## config.mk

```make
export PLATFORM = sky130hd
export DESIGN_NAME = rca_aligner_dev_flat
export DESIGN_NICKNAME = d
export VERILOG_FILES = /design/src/inc/rca_pkg.sv /design/src/inc/rca_link_if.sv /design/src/rca_aligner_dev.sv /design/src/flat_wrapper.sv
export SDC_FILE = /design/constraint.sdc
export NUM_CORES = 2
export LEC_CHECK = 0
export ABC_CLOCK_PERIOD_IN_PS = 12580
export BUFFER_PORTS_ARGS = -buffer_cell sky130_fd_sc_hd__buf_4
export CAP_MARGIN = 20
export CORE_MARGIN = 2
export CORE_UTILIZATION = 60
export CTS_BUF_LIST = sky130_fd_sc_hd__clkbuf_2 sky130_fd_sc_hd__clkbuf_4 sky130_fd_sc_hd__clkbuf_8
export DETAILED_ROUTE_END_ITERATION = 8
export GPL_TIMING_DRIVEN = 0
export PLACE_DENSITY = 0.78
export SETUP_SLACK_MARGIN = 0.3
export SLEW_MARGIN = 20
export SYNTH_ARGS = -nofsm -noshare
export SYNTH_HDL_FRONTEND = slang
export SYNTH_SLANG_ARGS = --single-unit
```

## constraint.sdc

```tcl
create_clock -name sys_clk -period 12.58 [get_ports sys_clk]
set_clock_uncertainty 0.2 [all_clocks]
set_input_delay 0.629 -clock sys_clk [delete_from_list [all_inputs] [get_ports sys_clk]]
set_output_delay 0.629 -clock sys_clk [all_outputs]
set_load 0.02 [all_outputs]
```

## src/inc/rca_pkg.sv

```systemverilog
// constants, types and shared functions of the receive comma byte aligner
package rca_pkg;
    localparam int SYM_W   = 10;
    localparam int BYTES   = 4;
    localparam int WORD_W  = 40;
    localparam int WIN_W   = 80;
    localparam int POS_W   = 6;
    localparam int PIPE_N  = 3;

    // slip request timing in parallel clock cycles
    localparam logic [5:0] SLIP_HIGH_CYC = 6'h02;
    localparam logic [5:0] SLIP_LOW_MIN  = 6'h21;

    // boundary granularity codes
    localparam logic [1:0] GRAN_1 = 2'h0;
    localparam logic [1:0] GRAN_2 = 2'h1;
    localparam logic [1:0] GRAN_4 = 2'h2;
    localparam logic [5:0] SPAN_1 = 6'h0a;
    localparam logic [5:0] SPAN_2 = 6'h14;
    localparam logic [5:0] SPAN_4 = 6'h28;

    typedef enum logic [1:0] {
        RCA_SLIP_OFF   = 2'h0,
        RCA_SLIP_SHIFT = 2'h1,
        RCA_SLIP_DESER = 2'h3
    } rca_slip_t;

    // controller register map
    localparam logic [7:0] OFS_CTRL    = 8'h00;
    localparam logic [7:0] OFS_PATTERN = 8'h04;
    localparam logic [7:0] OFS_MASK    = 8'h08;
    localparam logic [7:0] OFS_STATUS  = 8'h0c;
    localparam logic [7:0] OFS_SLIP    = 8'h10;
    localparam logic [7:0] OFS_WORD_LO = 8'h14;
    localparam logic [7:0] OFS_WORD_HI = 8'h18;

    // control register fields
    localparam int CB_LOGIC_EN   = 0;
    localparam int CB_PLUS_AL    = 1;
    localparam int CB_MINUS_AL   = 2;
    localparam int CB_PAIRED     = 3;
    localparam int CB_PLUS_REP   = 4;
    localparam int CB_MINUS_REP  = 5;
    localparam int CB_GRAN_LO    = 6;
    localparam int CB_INT_WIDTH  = 8;
    localparam int CB_SLIP_LO    = 9;
    localparam int CB_ANY_POS    = 11;
    localparam int CTRL_W        = 12;
    localparam int PB_MINUS_LO   = 16;

    // status register fields
    localparam int SB_ALIGNED = 0;
    localparam int SB_REALIGN = 1;
    localparam int SB_COMMA   = 2;
    localparam int SB_BUSY    = 3;

    localparam logic [11:0] CTRL_RST  = 12'h177;
    localparam logic [9:0]  PLUS_RST  = 10'h17c;
    localparam logic [9:0]  MINUS_RST = 10'h283;
    localparam logic [9:0]  MASK_RST  = 10'h3ff;

    function automatic logic comma_match(input logic [SYM_W-1:0] data,
                                         input logic [SYM_W-1:0] pat,
                                         input logic [SYM_W-1:0] mask);
        comma_match = ((data ^ pat) & mask) == '0;
    endfunction : comma_match

    function automatic logic [POS_W-1:0] eff_span(input logic [1:0] gran,
                                                  input logic int_width);
        unique case (gran)
            GRAN_1:  eff_span = SPAN_1;
            GRAN_4:  eff_span = int_width ? SPAN_4 : SPAN_2;
            default: eff_span = SPAN_2;
        endcase
    endfunction : eff_span
endpackage : rca_pkg

```

## src/inc/rca_link_if.sv

```systemverilog
// link between the aligner device and its configuring user logic
`timescale 1ns/10ps
interface rca_link_if;
    logic                           comma_logic_enable;
    logic                           plus_align_enable;
    logic                           minus_align_enable;
    logic                           bit_slip_request;
    logic                           paired_mode;
    logic                           plus_detect_report;
    logic                           minus_detect_report;
    logic [1:0]                     gran_code;
    logic                           internal_width;
    rca_pkg::rca_slip_t             slip_mode_select;
    logic [rca_pkg::SYM_W-1:0]      plus_comma_pattern;
    logic [rca_pkg::SYM_W-1:0]      minus_comma_pattern;
    logic [rca_pkg::SYM_W-1:0]      comma_mask;
    logic [rca_pkg::WORD_W-1:0]     parallel_rx_word;
    logic                           byte_aligned_flag;
    logic                           realign_pulse;
    logic                           comma_seen;
    logic                           recovered_phase_step;

    modport dev (
        input  comma_logic_enable, plus_align_enable, minus_align_enable,
        input  bit_slip_request, paired_mode, plus_detect_report, minus_detect_report,
        input  gran_code, internal_width, slip_mode_select,
        input  plus_comma_pattern, minus_comma_pattern, comma_mask,
        output parallel_rx_word, byte_aligned_flag, realign_pulse, comma_seen,
        output recovered_phase_step
    );

    modport host (
        output comma_logic_enable, plus_align_enable, minus_align_enable,
        output bit_slip_request, paired_mode, plus_detect_report, minus_detect_report,
        output gran_code, internal_width, slip_mode_select,
        output plus_comma_pattern, minus_comma_pattern, comma_mask,
        input  parallel_rx_word, byte_aligned_flag, realign_pulse, comma_seen,
        input  recovered_phase_step
    );
endinterface : rca_link_if

```

## src/rca_aligner_dev.sv

```systemverilog
// receive comma detector, byte aligner and manual bit slip
`timescale 1ns/10ps
// Summary of operation
// - landing positions from granularity, width, byte count
// - granularity 1 lands comma on any byte
// - granularity 2 lands comma on even bytes
// - granularity 4 needs 4-byte internal path
// - commas at any position need granularity 1
// - zero mask bits are don't-care in matching
// - paired mode needs plus then minus comma
// - paired mode needs equal reports and enables
// - comma logic enable low bypasses the aligner
// - align enable lets its polarity realign
// - aligned flag leads aligned data by cycles
// - flag set only by enabled comma polarities, cleared by any
// - realign flag marks a boundary change
// - comma seen leads comma on output
// - slip request high two, low over 32
// - one qualified slip moves exactly one bit
// - slip request overrides automatic alignment
// - manual slip: enables off, logic on
// - shift slip wraps after boundary span
// - deserializer slip shifts right, phase steps on every second one
// - off-boundary comma clears flag; an enabled one pulses realign
// - comma patterns are ten bits, bit 0 first
module rca_aligner_dev (
    input  wire logic                       sys_clk,     // parallel clock
    input  wire logic                       rst_n,       // async reset
    input  wire logic [rca_pkg::WORD_W-1:0] raw_word_in, // deserialized bits, bit 0 first
    rca_link_if.dev                         link         // configuration and status
);
    logic [rca_pkg::WORD_W-1:0] prev_reg;
    logic [rca_pkg::WIN_W-1:0]  window;
    logic [rca_pkg::POS_W-1:0]  span;
    logic [rca_pkg::POS_W-1:0]  shift_reg;
    logic [rca_pkg::POS_W-1:0]  tshift_reg;
    logic                       transient_reg;
    logic [rca_pkg::POS_W-1:0]  sel_shift;
    logic [rca_pkg::POS_W-1:0]  hit_pos;
    logic [rca_pkg::POS_W-1:0]  land_pos;
    logic                       plus_hit;
    logic                       minus_hit;
    logic                       enabled_hit;
    logic                       on_boundary;
    logic [rca_pkg::WORD_W-1:0] aligned_word;
    logic [rca_pkg::WORD_W-1:0] pipe_reg [rca_pkg::PIPE_N];
    logic [rca_pkg::WORD_W-1:0] word_reg;
    logic                       aligned_reg;
    logic                       realign_reg;
    logic                       seen_reg;
    logic                       req_d_reg;
    logic [5:0]                 low_cnt_reg;
    logic                       slip_take;
    logic                       parity_reg;
    logic                       phase_step_reg;

    function automatic logic [rca_pkg::POS_W-1:0] wrap_inc(input logic [rca_pkg::POS_W-1:0] v,
                                                          input logic [rca_pkg::POS_W-1:0] s);
        wrap_inc = (v + 6'h01 >= s) ? 6'h00 : v + 6'h01;
    endfunction : wrap_inc

    function automatic logic [rca_pkg::POS_W-1:0] wrap_dec(input logic [rca_pkg::POS_W-1:0] v,
                                                          input logic [rca_pkg::POS_W-1:0] s);
        wrap_dec = (v == 6'h00 || v >= s) ? s - 6'h01 : v - 6'h01;
    endfunction : wrap_dec

    // the older word sits in the low half, so bit 0 is the earliest bit seen
    assign window = {raw_word_in, prev_reg};

    // an invalid granularity 4 on the 2-byte path degrades to even lanes
    assign span = rca_pkg::eff_span(link.gran_code, link.internal_width);

    // earliest matching offset wins; paired mode needs both halves back to back
    always_comb begin
        logic pm;
        logic mm;
        pm        = 1'b0;
        mm        = 1'b0;
        plus_hit  = 1'b0;
        minus_hit = 1'b0;
        hit_pos   = '0;
        for (int p = 0; p < rca_pkg::WORD_W; p++) begin
            pm = rca_pkg::comma_match(window[p +: 10], link.plus_comma_pattern,
                                      link.comma_mask);
            mm = rca_pkg::comma_match(window[p +: 10], link.minus_comma_pattern,
                                      link.comma_mask);
            if (link.paired_mode) begin
                pm = pm && rca_pkg::comma_match(window[p+10 +: 10],
                                                link.minus_comma_pattern,
                                                link.comma_mask);
                mm = pm;
            end
            if (!plus_hit && !minus_hit && (pm || mm)) begin
                hit_pos   = 6'(p);
                plus_hit  = pm;
                minus_hit = mm;
            end
        end
    end

    // shift that puts the found comma on the nearest permitted lane
    always_comb begin
        land_pos = hit_pos;
        for (int k = 0; k < 3; k++) begin
            if (land_pos >= span) begin
                land_pos = land_pos - span;
            end
        end
    end

    assign enabled_hit = (plus_hit && link.plus_align_enable)
                       || (minus_hit && link.minus_align_enable);
    assign on_boundary = (land_pos == shift_reg);
    assign sel_shift   = transient_reg ? tshift_reg : shift_reg;
    assign aligned_word = window[sel_shift +: rca_pkg::WORD_W];

    // a new slip needs a rising edge after more than 32 low cycles
    assign slip_take = link.bit_slip_request && !req_d_reg
                     && (low_cnt_reg >= rca_pkg::SLIP_LOW_MIN)
                     && link.comma_logic_enable
                     && (link.slip_mode_select != rca_pkg::RCA_SLIP_OFF);

    always_ff @(posedge sys_clk or negedge rst_n) begin
        if (!rst_n) begin
            prev_reg <= '0;
        end else begin
            prev_reg <= raw_word_in;
        end
    end

    always_ff @(posedge sys_clk or negedge rst_n) begin
        if (!rst_n) begin
            req_d_reg   <= 1'b0;
            low_cnt_reg <= rca_pkg::SLIP_LOW_MIN;
        end else begin
            req_d_reg <= link.bit_slip_request;
            if (link.bit_slip_request) begin
                low_cnt_reg <= 6'h00;
            end else if (low_cnt_reg < rca_pkg::SLIP_LOW_MIN) begin
                low_cnt_reg <= low_cnt_reg + 6'h01;
            end
        end
    end

    // boundary, flags and slips; a held slip request freezes auto alignment
    always_ff @(posedge sys_clk or negedge rst_n) begin
        if (!rst_n) begin
            shift_reg     <= '0;
            tshift_reg    <= '0;
            transient_reg <= 1'b0;
            aligned_reg   <= 1'b0;
            realign_reg   <= 1'b0;
        end else begin
            realign_reg   <= 1'b0;
            transient_reg <= 1'b0;
            if (!link.comma_logic_enable) begin
                aligned_reg <= 1'b0;
            end else if (slip_take) begin
                if (link.slip_mode_select == rca_pkg::RCA_SLIP_SHIFT) begin
                    shift_reg <= wrap_inc(shift_reg, span);
                end else begin
                    // right shift by one, with one left-shifted word first
                    shift_reg     <= wrap_dec(shift_reg, span);
                    tshift_reg    <= wrap_inc(shift_reg, span);
                    transient_reg <= 1'b1;
                end
            end else if (!link.bit_slip_request && (plus_hit || minus_hit)) begin
                if (on_boundary) begin
                    if (enabled_hit) begin
                        aligned_reg <= 1'b1;
                    end
                end else begin
                    aligned_reg <= 1'b0;
                    if (enabled_hit) begin
                        shift_reg   <= land_pos;
                        realign_reg <= 1'b1;
                    end
                end
            end
        end
    end

    // recovered clock moves 2 UI on every second deserializer slip
    always_ff @(posedge sys_clk or negedge rst_n) begin
        if (!rst_n) begin
            parity_reg     <= 1'b0;
            phase_step_reg <= 1'b0;
        end else begin
            phase_step_reg <= 1'b0;
            if (slip_take && link.slip_mode_select == rca_pkg::RCA_SLIP_DESER) begin
                parity_reg     <= !parity_reg;
                phase_step_reg <= parity_reg;
            end
        end
    end

    always_ff @(posedge sys_clk or negedge rst_n) begin
        if (!rst_n) begin
            seen_reg <= 1'b0;
        end else begin
            seen_reg <= link.comma_logic_enable
                     && ((plus_hit && link.plus_detect_report)
                     || (minus_hit && link.minus_detect_report));
        end
    end

    // data lags the flags by the pipe; bypass trades alignment for one-cycle latency
    always_ff @(posedge sys_clk or negedge rst_n) begin
        if (!rst_n) begin
            for (int i = 0; i < rca_pkg::PIPE_N; i++) begin
                pipe_reg[i] <= '0;
            end
            word_reg <= '0;
        end else begin
            pipe_reg[0] <= aligned_word;
            for (int i = 1; i < rca_pkg::PIPE_N; i++) begin
                pipe_reg[i] <= pipe_reg[i-1];
            end
            word_reg <= link.comma_logic_enable ? pipe_reg[rca_pkg::PIPE_N-1]
                                                : raw_word_in;
        end
    end

    assign link.parallel_rx_word     = word_reg;
    assign link.byte_aligned_flag    = aligned_reg;
    assign link.realign_pulse        = realign_reg;
    assign link.comma_seen           = seen_reg;
    assign link.recovered_phase_step = phase_step_reg;
endmodule : rca_aligner_dev

```

## src/flat_wrapper.sv

```systemverilog
// flat-port wrapper written by rule: the top's interface ports become plain ports
module rca_aligner_dev_flat 
  (sys_clk, rst_n, raw_word_in, link_comma_logic_enable, link_plus_align_enable, link_minus_align_enable, link_bit_slip_request, link_paired_mode, link_plus_detect_report, link_minus_detect_report, link_gran_code, link_internal_width, link_slip_mode_select, link_plus_comma_pattern, link_minus_comma_pattern, link_comma_mask, link_parallel_rx_word, link_byte_aligned_flag, link_realign_pulse, link_comma_seen, link_recovered_phase_step);
  rca_link_if link_i ();
  input  wire logic sys_clk;
  input  wire logic rst_n;
  input  wire logic [rca_pkg::WORD_W-1:0] raw_word_in;
  input wire logic [$bits(link_i.comma_logic_enable)-1:0] link_comma_logic_enable;
  input wire logic [$bits(link_i.plus_align_enable)-1:0] link_plus_align_enable;
  input wire logic [$bits(link_i.minus_align_enable)-1:0] link_minus_align_enable;
  input wire logic [$bits(link_i.bit_slip_request)-1:0] link_bit_slip_request;
  input wire logic [$bits(link_i.paired_mode)-1:0] link_paired_mode;
  input wire logic [$bits(link_i.plus_detect_report)-1:0] link_plus_detect_report;
  input wire logic [$bits(link_i.minus_detect_report)-1:0] link_minus_detect_report;
  input wire logic [$bits(link_i.gran_code)-1:0] link_gran_code;
  input wire logic [$bits(link_i.internal_width)-1:0] link_internal_width;
  input wire logic [$bits(link_i.slip_mode_select)-1:0] link_slip_mode_select;
  input wire logic [$bits(link_i.plus_comma_pattern)-1:0] link_plus_comma_pattern;
  input wire logic [$bits(link_i.minus_comma_pattern)-1:0] link_minus_comma_pattern;
  input wire logic [$bits(link_i.comma_mask)-1:0] link_comma_mask;
  output wire logic [$bits(link_i.parallel_rx_word)-1:0] link_parallel_rx_word;
  output wire logic [$bits(link_i.byte_aligned_flag)-1:0] link_byte_aligned_flag;
  output wire logic [$bits(link_i.realign_pulse)-1:0] link_realign_pulse;
  output wire logic [$bits(link_i.comma_seen)-1:0] link_comma_seen;
  output wire logic [$bits(link_i.recovered_phase_step)-1:0] link_recovered_phase_step;
  assign link_i.comma_logic_enable = link_comma_logic_enable;
  assign link_i.plus_align_enable = link_plus_align_enable;
  assign link_i.minus_align_enable = link_minus_align_enable;
  assign link_i.bit_slip_request = link_bit_slip_request;
  assign link_i.paired_mode = link_paired_mode;
  assign link_i.plus_detect_report = link_plus_detect_report;
  assign link_i.minus_detect_report = link_minus_detect_report;
  assign link_i.gran_code = link_gran_code;
  assign link_i.internal_width = link_internal_width;
  assign link_i.slip_mode_select = link_slip_mode_select;
  assign link_i.plus_comma_pattern = link_plus_comma_pattern;
  assign link_i.minus_comma_pattern = link_minus_comma_pattern;
  assign link_i.comma_mask = link_comma_mask;
  assign link_parallel_rx_word = link_i.parallel_rx_word;
  assign link_byte_aligned_flag = link_i.byte_aligned_flag;
  assign link_realign_pulse = link_i.realign_pulse;
  assign link_comma_seen = link_i.comma_seen;
  assign link_recovered_phase_step = link_i.recovered_phase_step;
  rca_aligner_dev u_core (.sys_clk(sys_clk), .rst_n(rst_n), .raw_word_in(raw_word_in), .link(link_i));
endmodule
```

==> results.yml <==
drt:
  first_pass_iters: 9
  via_count: 31600
  dr.first_iter.drc_count: 5591
  drtAntennaViolNets: 0
  drc: 15
  drt-wirelength-per-cell_um: 34.6
  wl_mm: 149
  via_per_inst: 7.36
pwr:
  leakagePower_nw: 14.7
  pwr-share-seq: 0.188
  p_int_mw: 2.75
  vdd_drop_max_v: 0.000190
  switching_share: 0.512
  comb_power_share: 0.685
  p_switching_mw: 2.89
  pwr_density_cell_mw_per_mm2: 172
  pwr-share-clk: 0.127
clocking:
  cts_root_buffer: "clkbuf_8"
  cts_sinks: 225
  cts.path.max_buffers: 3
  clk_pin_slew_ns: 0.08
  numCtsBuffers: 31
  htree_num_levels: 1
  clk_latency_ns: 0.66
  cts_tree: "yes"
layout:
  fin_cells: 4299
  fin_nets: 3714
  largest_register_ffs: 120
  area_growth_pct: 10.2
  drive_gt1_frac: 0.158
  fillers: 4201
place:
  placed_cells: 4182
  dp_hpwl_mm: 101
  portBuffers: 95
  routabilityCongestion: 1.11
global_route:
  grt.overflow.total: 0
  grt_start_max_net_pins: 101
  grt_pass1_vias: 29300
  grt_usage: 0.582
  antenna_found_initial: 12
  grt_pass1_wl_mm: 214
flow_run:
  cap_viol_max_count: 0
synth:
  ys_dominant_reg_cell: "dfrtp_1"
  ys_seq_area_frac: 0.190
  syn_inst: 3420
  syn-cell-area_mm2: 0.0297
  synth-edff-count: 0
  synthArstFlopShare: 1.00
  synth_cell_types: 106
  yosysTopAreaCell: "xor2_1"
  synth.area.top_cells: "xor2_1, dfrtp_1, mux2i_1"
  post-synth-top-count-cell: "xor2_1"
  ys_seq_elements: 225
  yosys_warnings: 0
  synth_nets: 3538
  yosys-top-cells-count: "xor2_1, a22oi_1, mux2i_1, nand2_1, dfrtp_1"
  yosys.area.top_type_share: 0.268
  syn_area_per_cell_um2: 8.67
setup_path:
  path_delay_family: "compound AO/OA/AOI/OAI gates"
  crit_top_cell: "a21o_1"
  cp.buffers_inverters: 6
  cp_slowest_cell: "nand4_1"
  required_ns: 12.90
  cp-start-kind: "flop"
  crit_fanout: 10
  end_kind: "flop"
  slowest_delay_ns: 0.84
  arrival_ns: 12.28
  path_class: "flop to flop"
sta:
  timing.final.crit_share: 0.951
  setup_viol: 0
  rsz0062_at_grt: "false"
  layout_min_cycle_time_ns: 11.96
  finalHoldViolCount: 0
  slew_headroom: 0.104
  maxSlewViolCount: 0
  holdWs_ns: 0.0250
  fin_tns_setup_ns: 0
  fmax_mhz: 83.6
  worst_pin_slew_ns: 1.33
die:
  die_x_um: 226
  die_y_um: 226
  dieArea_mm2: 0.0512
  core_area_mm2: 0.0488
  initial_utilization: 0.607
  placementRows: 81
  io_pins: 128
status:
  violations: "design-rule violations"
  status: "finished, violations left"
worst_hold_path:
  hp-class: "input port to flop"
==> metrics by stage <==
stage	setup slack [ns]	utilization	cell area, µm²	total power, mW
floorplan	3.02	-	29700	3.60
global placement	0.623	0.639	31200	4.63
detailed placement	0.732	0.640	31300	4.65
CTS	0.976	0.664	32400	5.38
global route	0.320	0.669	32700	5.84
finish	0.623	0.669	32700	5.64
==> what timing repair did <==
action / CTS / global route
endpoints found under the hold margin: 82 / 0
setup endpoints to repair: 0 / 7
gates resized for setup: 0 / 10
buffers inserted: 0 / 5
hold buffers: 36 / 0
==> kinds of logic (layout without fill, tap and decap cells) <==
group / Yosys count / after routing / share of synthesized area
XOR/XNOR: 927 / 927 / 0.274
AO/OA/AOI/OAI: 831 / 831 / 0.213
AND/OR/NAND/NOR: 618 / 618 / 0.105
buffers and inverters: 464 / 665 / 0.0910
multiplexers: 321 / 321 / 0.112
flip-flops: 225 / 225 / 0.190
adder cells (fa/ha/maj): 34 / 34 / 0.0151
other: 0 / 14 / 0
==> cell type report <==
class                           count  area, µm²  share of cell area
Antenna cell                       14       35.0             0.00107
Buffer                            431       2580              0.0788
Tap cell                          664        831              0.0254
Inverter                           33        124             0.00379
Timing Repair Buffer              143       1230              0.0377
Sequential cell                   225       5630               0.172
Multi-Input combinational cell   2731      21500               0.657
Clock buffer                       39        518              0.0158
Clock inverter                     19        264             0.00808
==> power by group through the flow <==
stage / Combinational [mW] / Clock, mW / Sequential [mW]
2_1_floorplan: 2.52 / 0 / 1.08
3_3_place_gp: 3.58 / 0 / 1.05
3_5_place_dp: 3.58 / 0 / 1.06
4_1_cts: 3.61 / 0.710 / 1.05
5_1_grt: 4.02 / 0.745 / 1.08
6_report: 3.86 / 0.714 / 1.06
==> layer usage <==
metal,global-route usage,up-vias,wire (µm)
met2,0.779,3091,57100
met3,0.354,1126,24700
li1,-,12600,-
met4,0.457,21,16100
met1,0.656,14800,50400
met5,0.0665,-,456
==> path summary, 6_finish.rpt <==
kind | from | endpoint | slack (ns) | depth (start not counted)
max | u_core.prev_reg[24]$_DFF_PN0_ | u_core.shift_reg[1]$_DFFE_PN0P_ | 0.62 | 42
min | raw_word_in[31] | u_core.prev_reg[31]$_DFF_PN0_ | 0.02 | 1
max reg2reg | u_core.prev_reg[24]$_DFF_PN0_ | u_core.shift_reg[1]$_DFFE_PN0P_ | 0.62 | 42
min reg2reg | u_core.pipe_reg[79]$_DFF_PN0_ | u_core.pipe_reg[39]$_DFF_PN0_ | 0.11 | 0
max in group asynchronous | rst_n | u_core.link.parallel_rx_word[16]$_DFF_PN0_ | 10.63 | 4
min in group asynchronous | rst_n | u_core.link.realign_pulse$_DFF_PN0_ | 0.28 | 2
==> cell usage in the layout, fill, tap and decap left out, types with 43 or more instances in the layout <==
| cell type | instances |
|---|---|
| a211oi_1 | 46 |
| nand2_1 | 226 |
| buf_4 | 135 |
| mux2_2 | 43 |
| clkbuf_1 | 95 |
| nor2_1 | 103 |
| buf_6 | 86 |
| buf_1 | 59 |
| a22o_1 | 54 |
| xor2_1 | 909 |
| nand3_1 | 61 |
| a22oi_1 | 350 |
| o21ai_0 | 55 |
| mux2i_1 | 273 |
| a21oi_1 | 79 |
| dfrtp_1 | 223 |
| nand4_1 | 55 |
| buf_2 | 155 |
No activity file was read; power rests on OpenSTA's default activity.
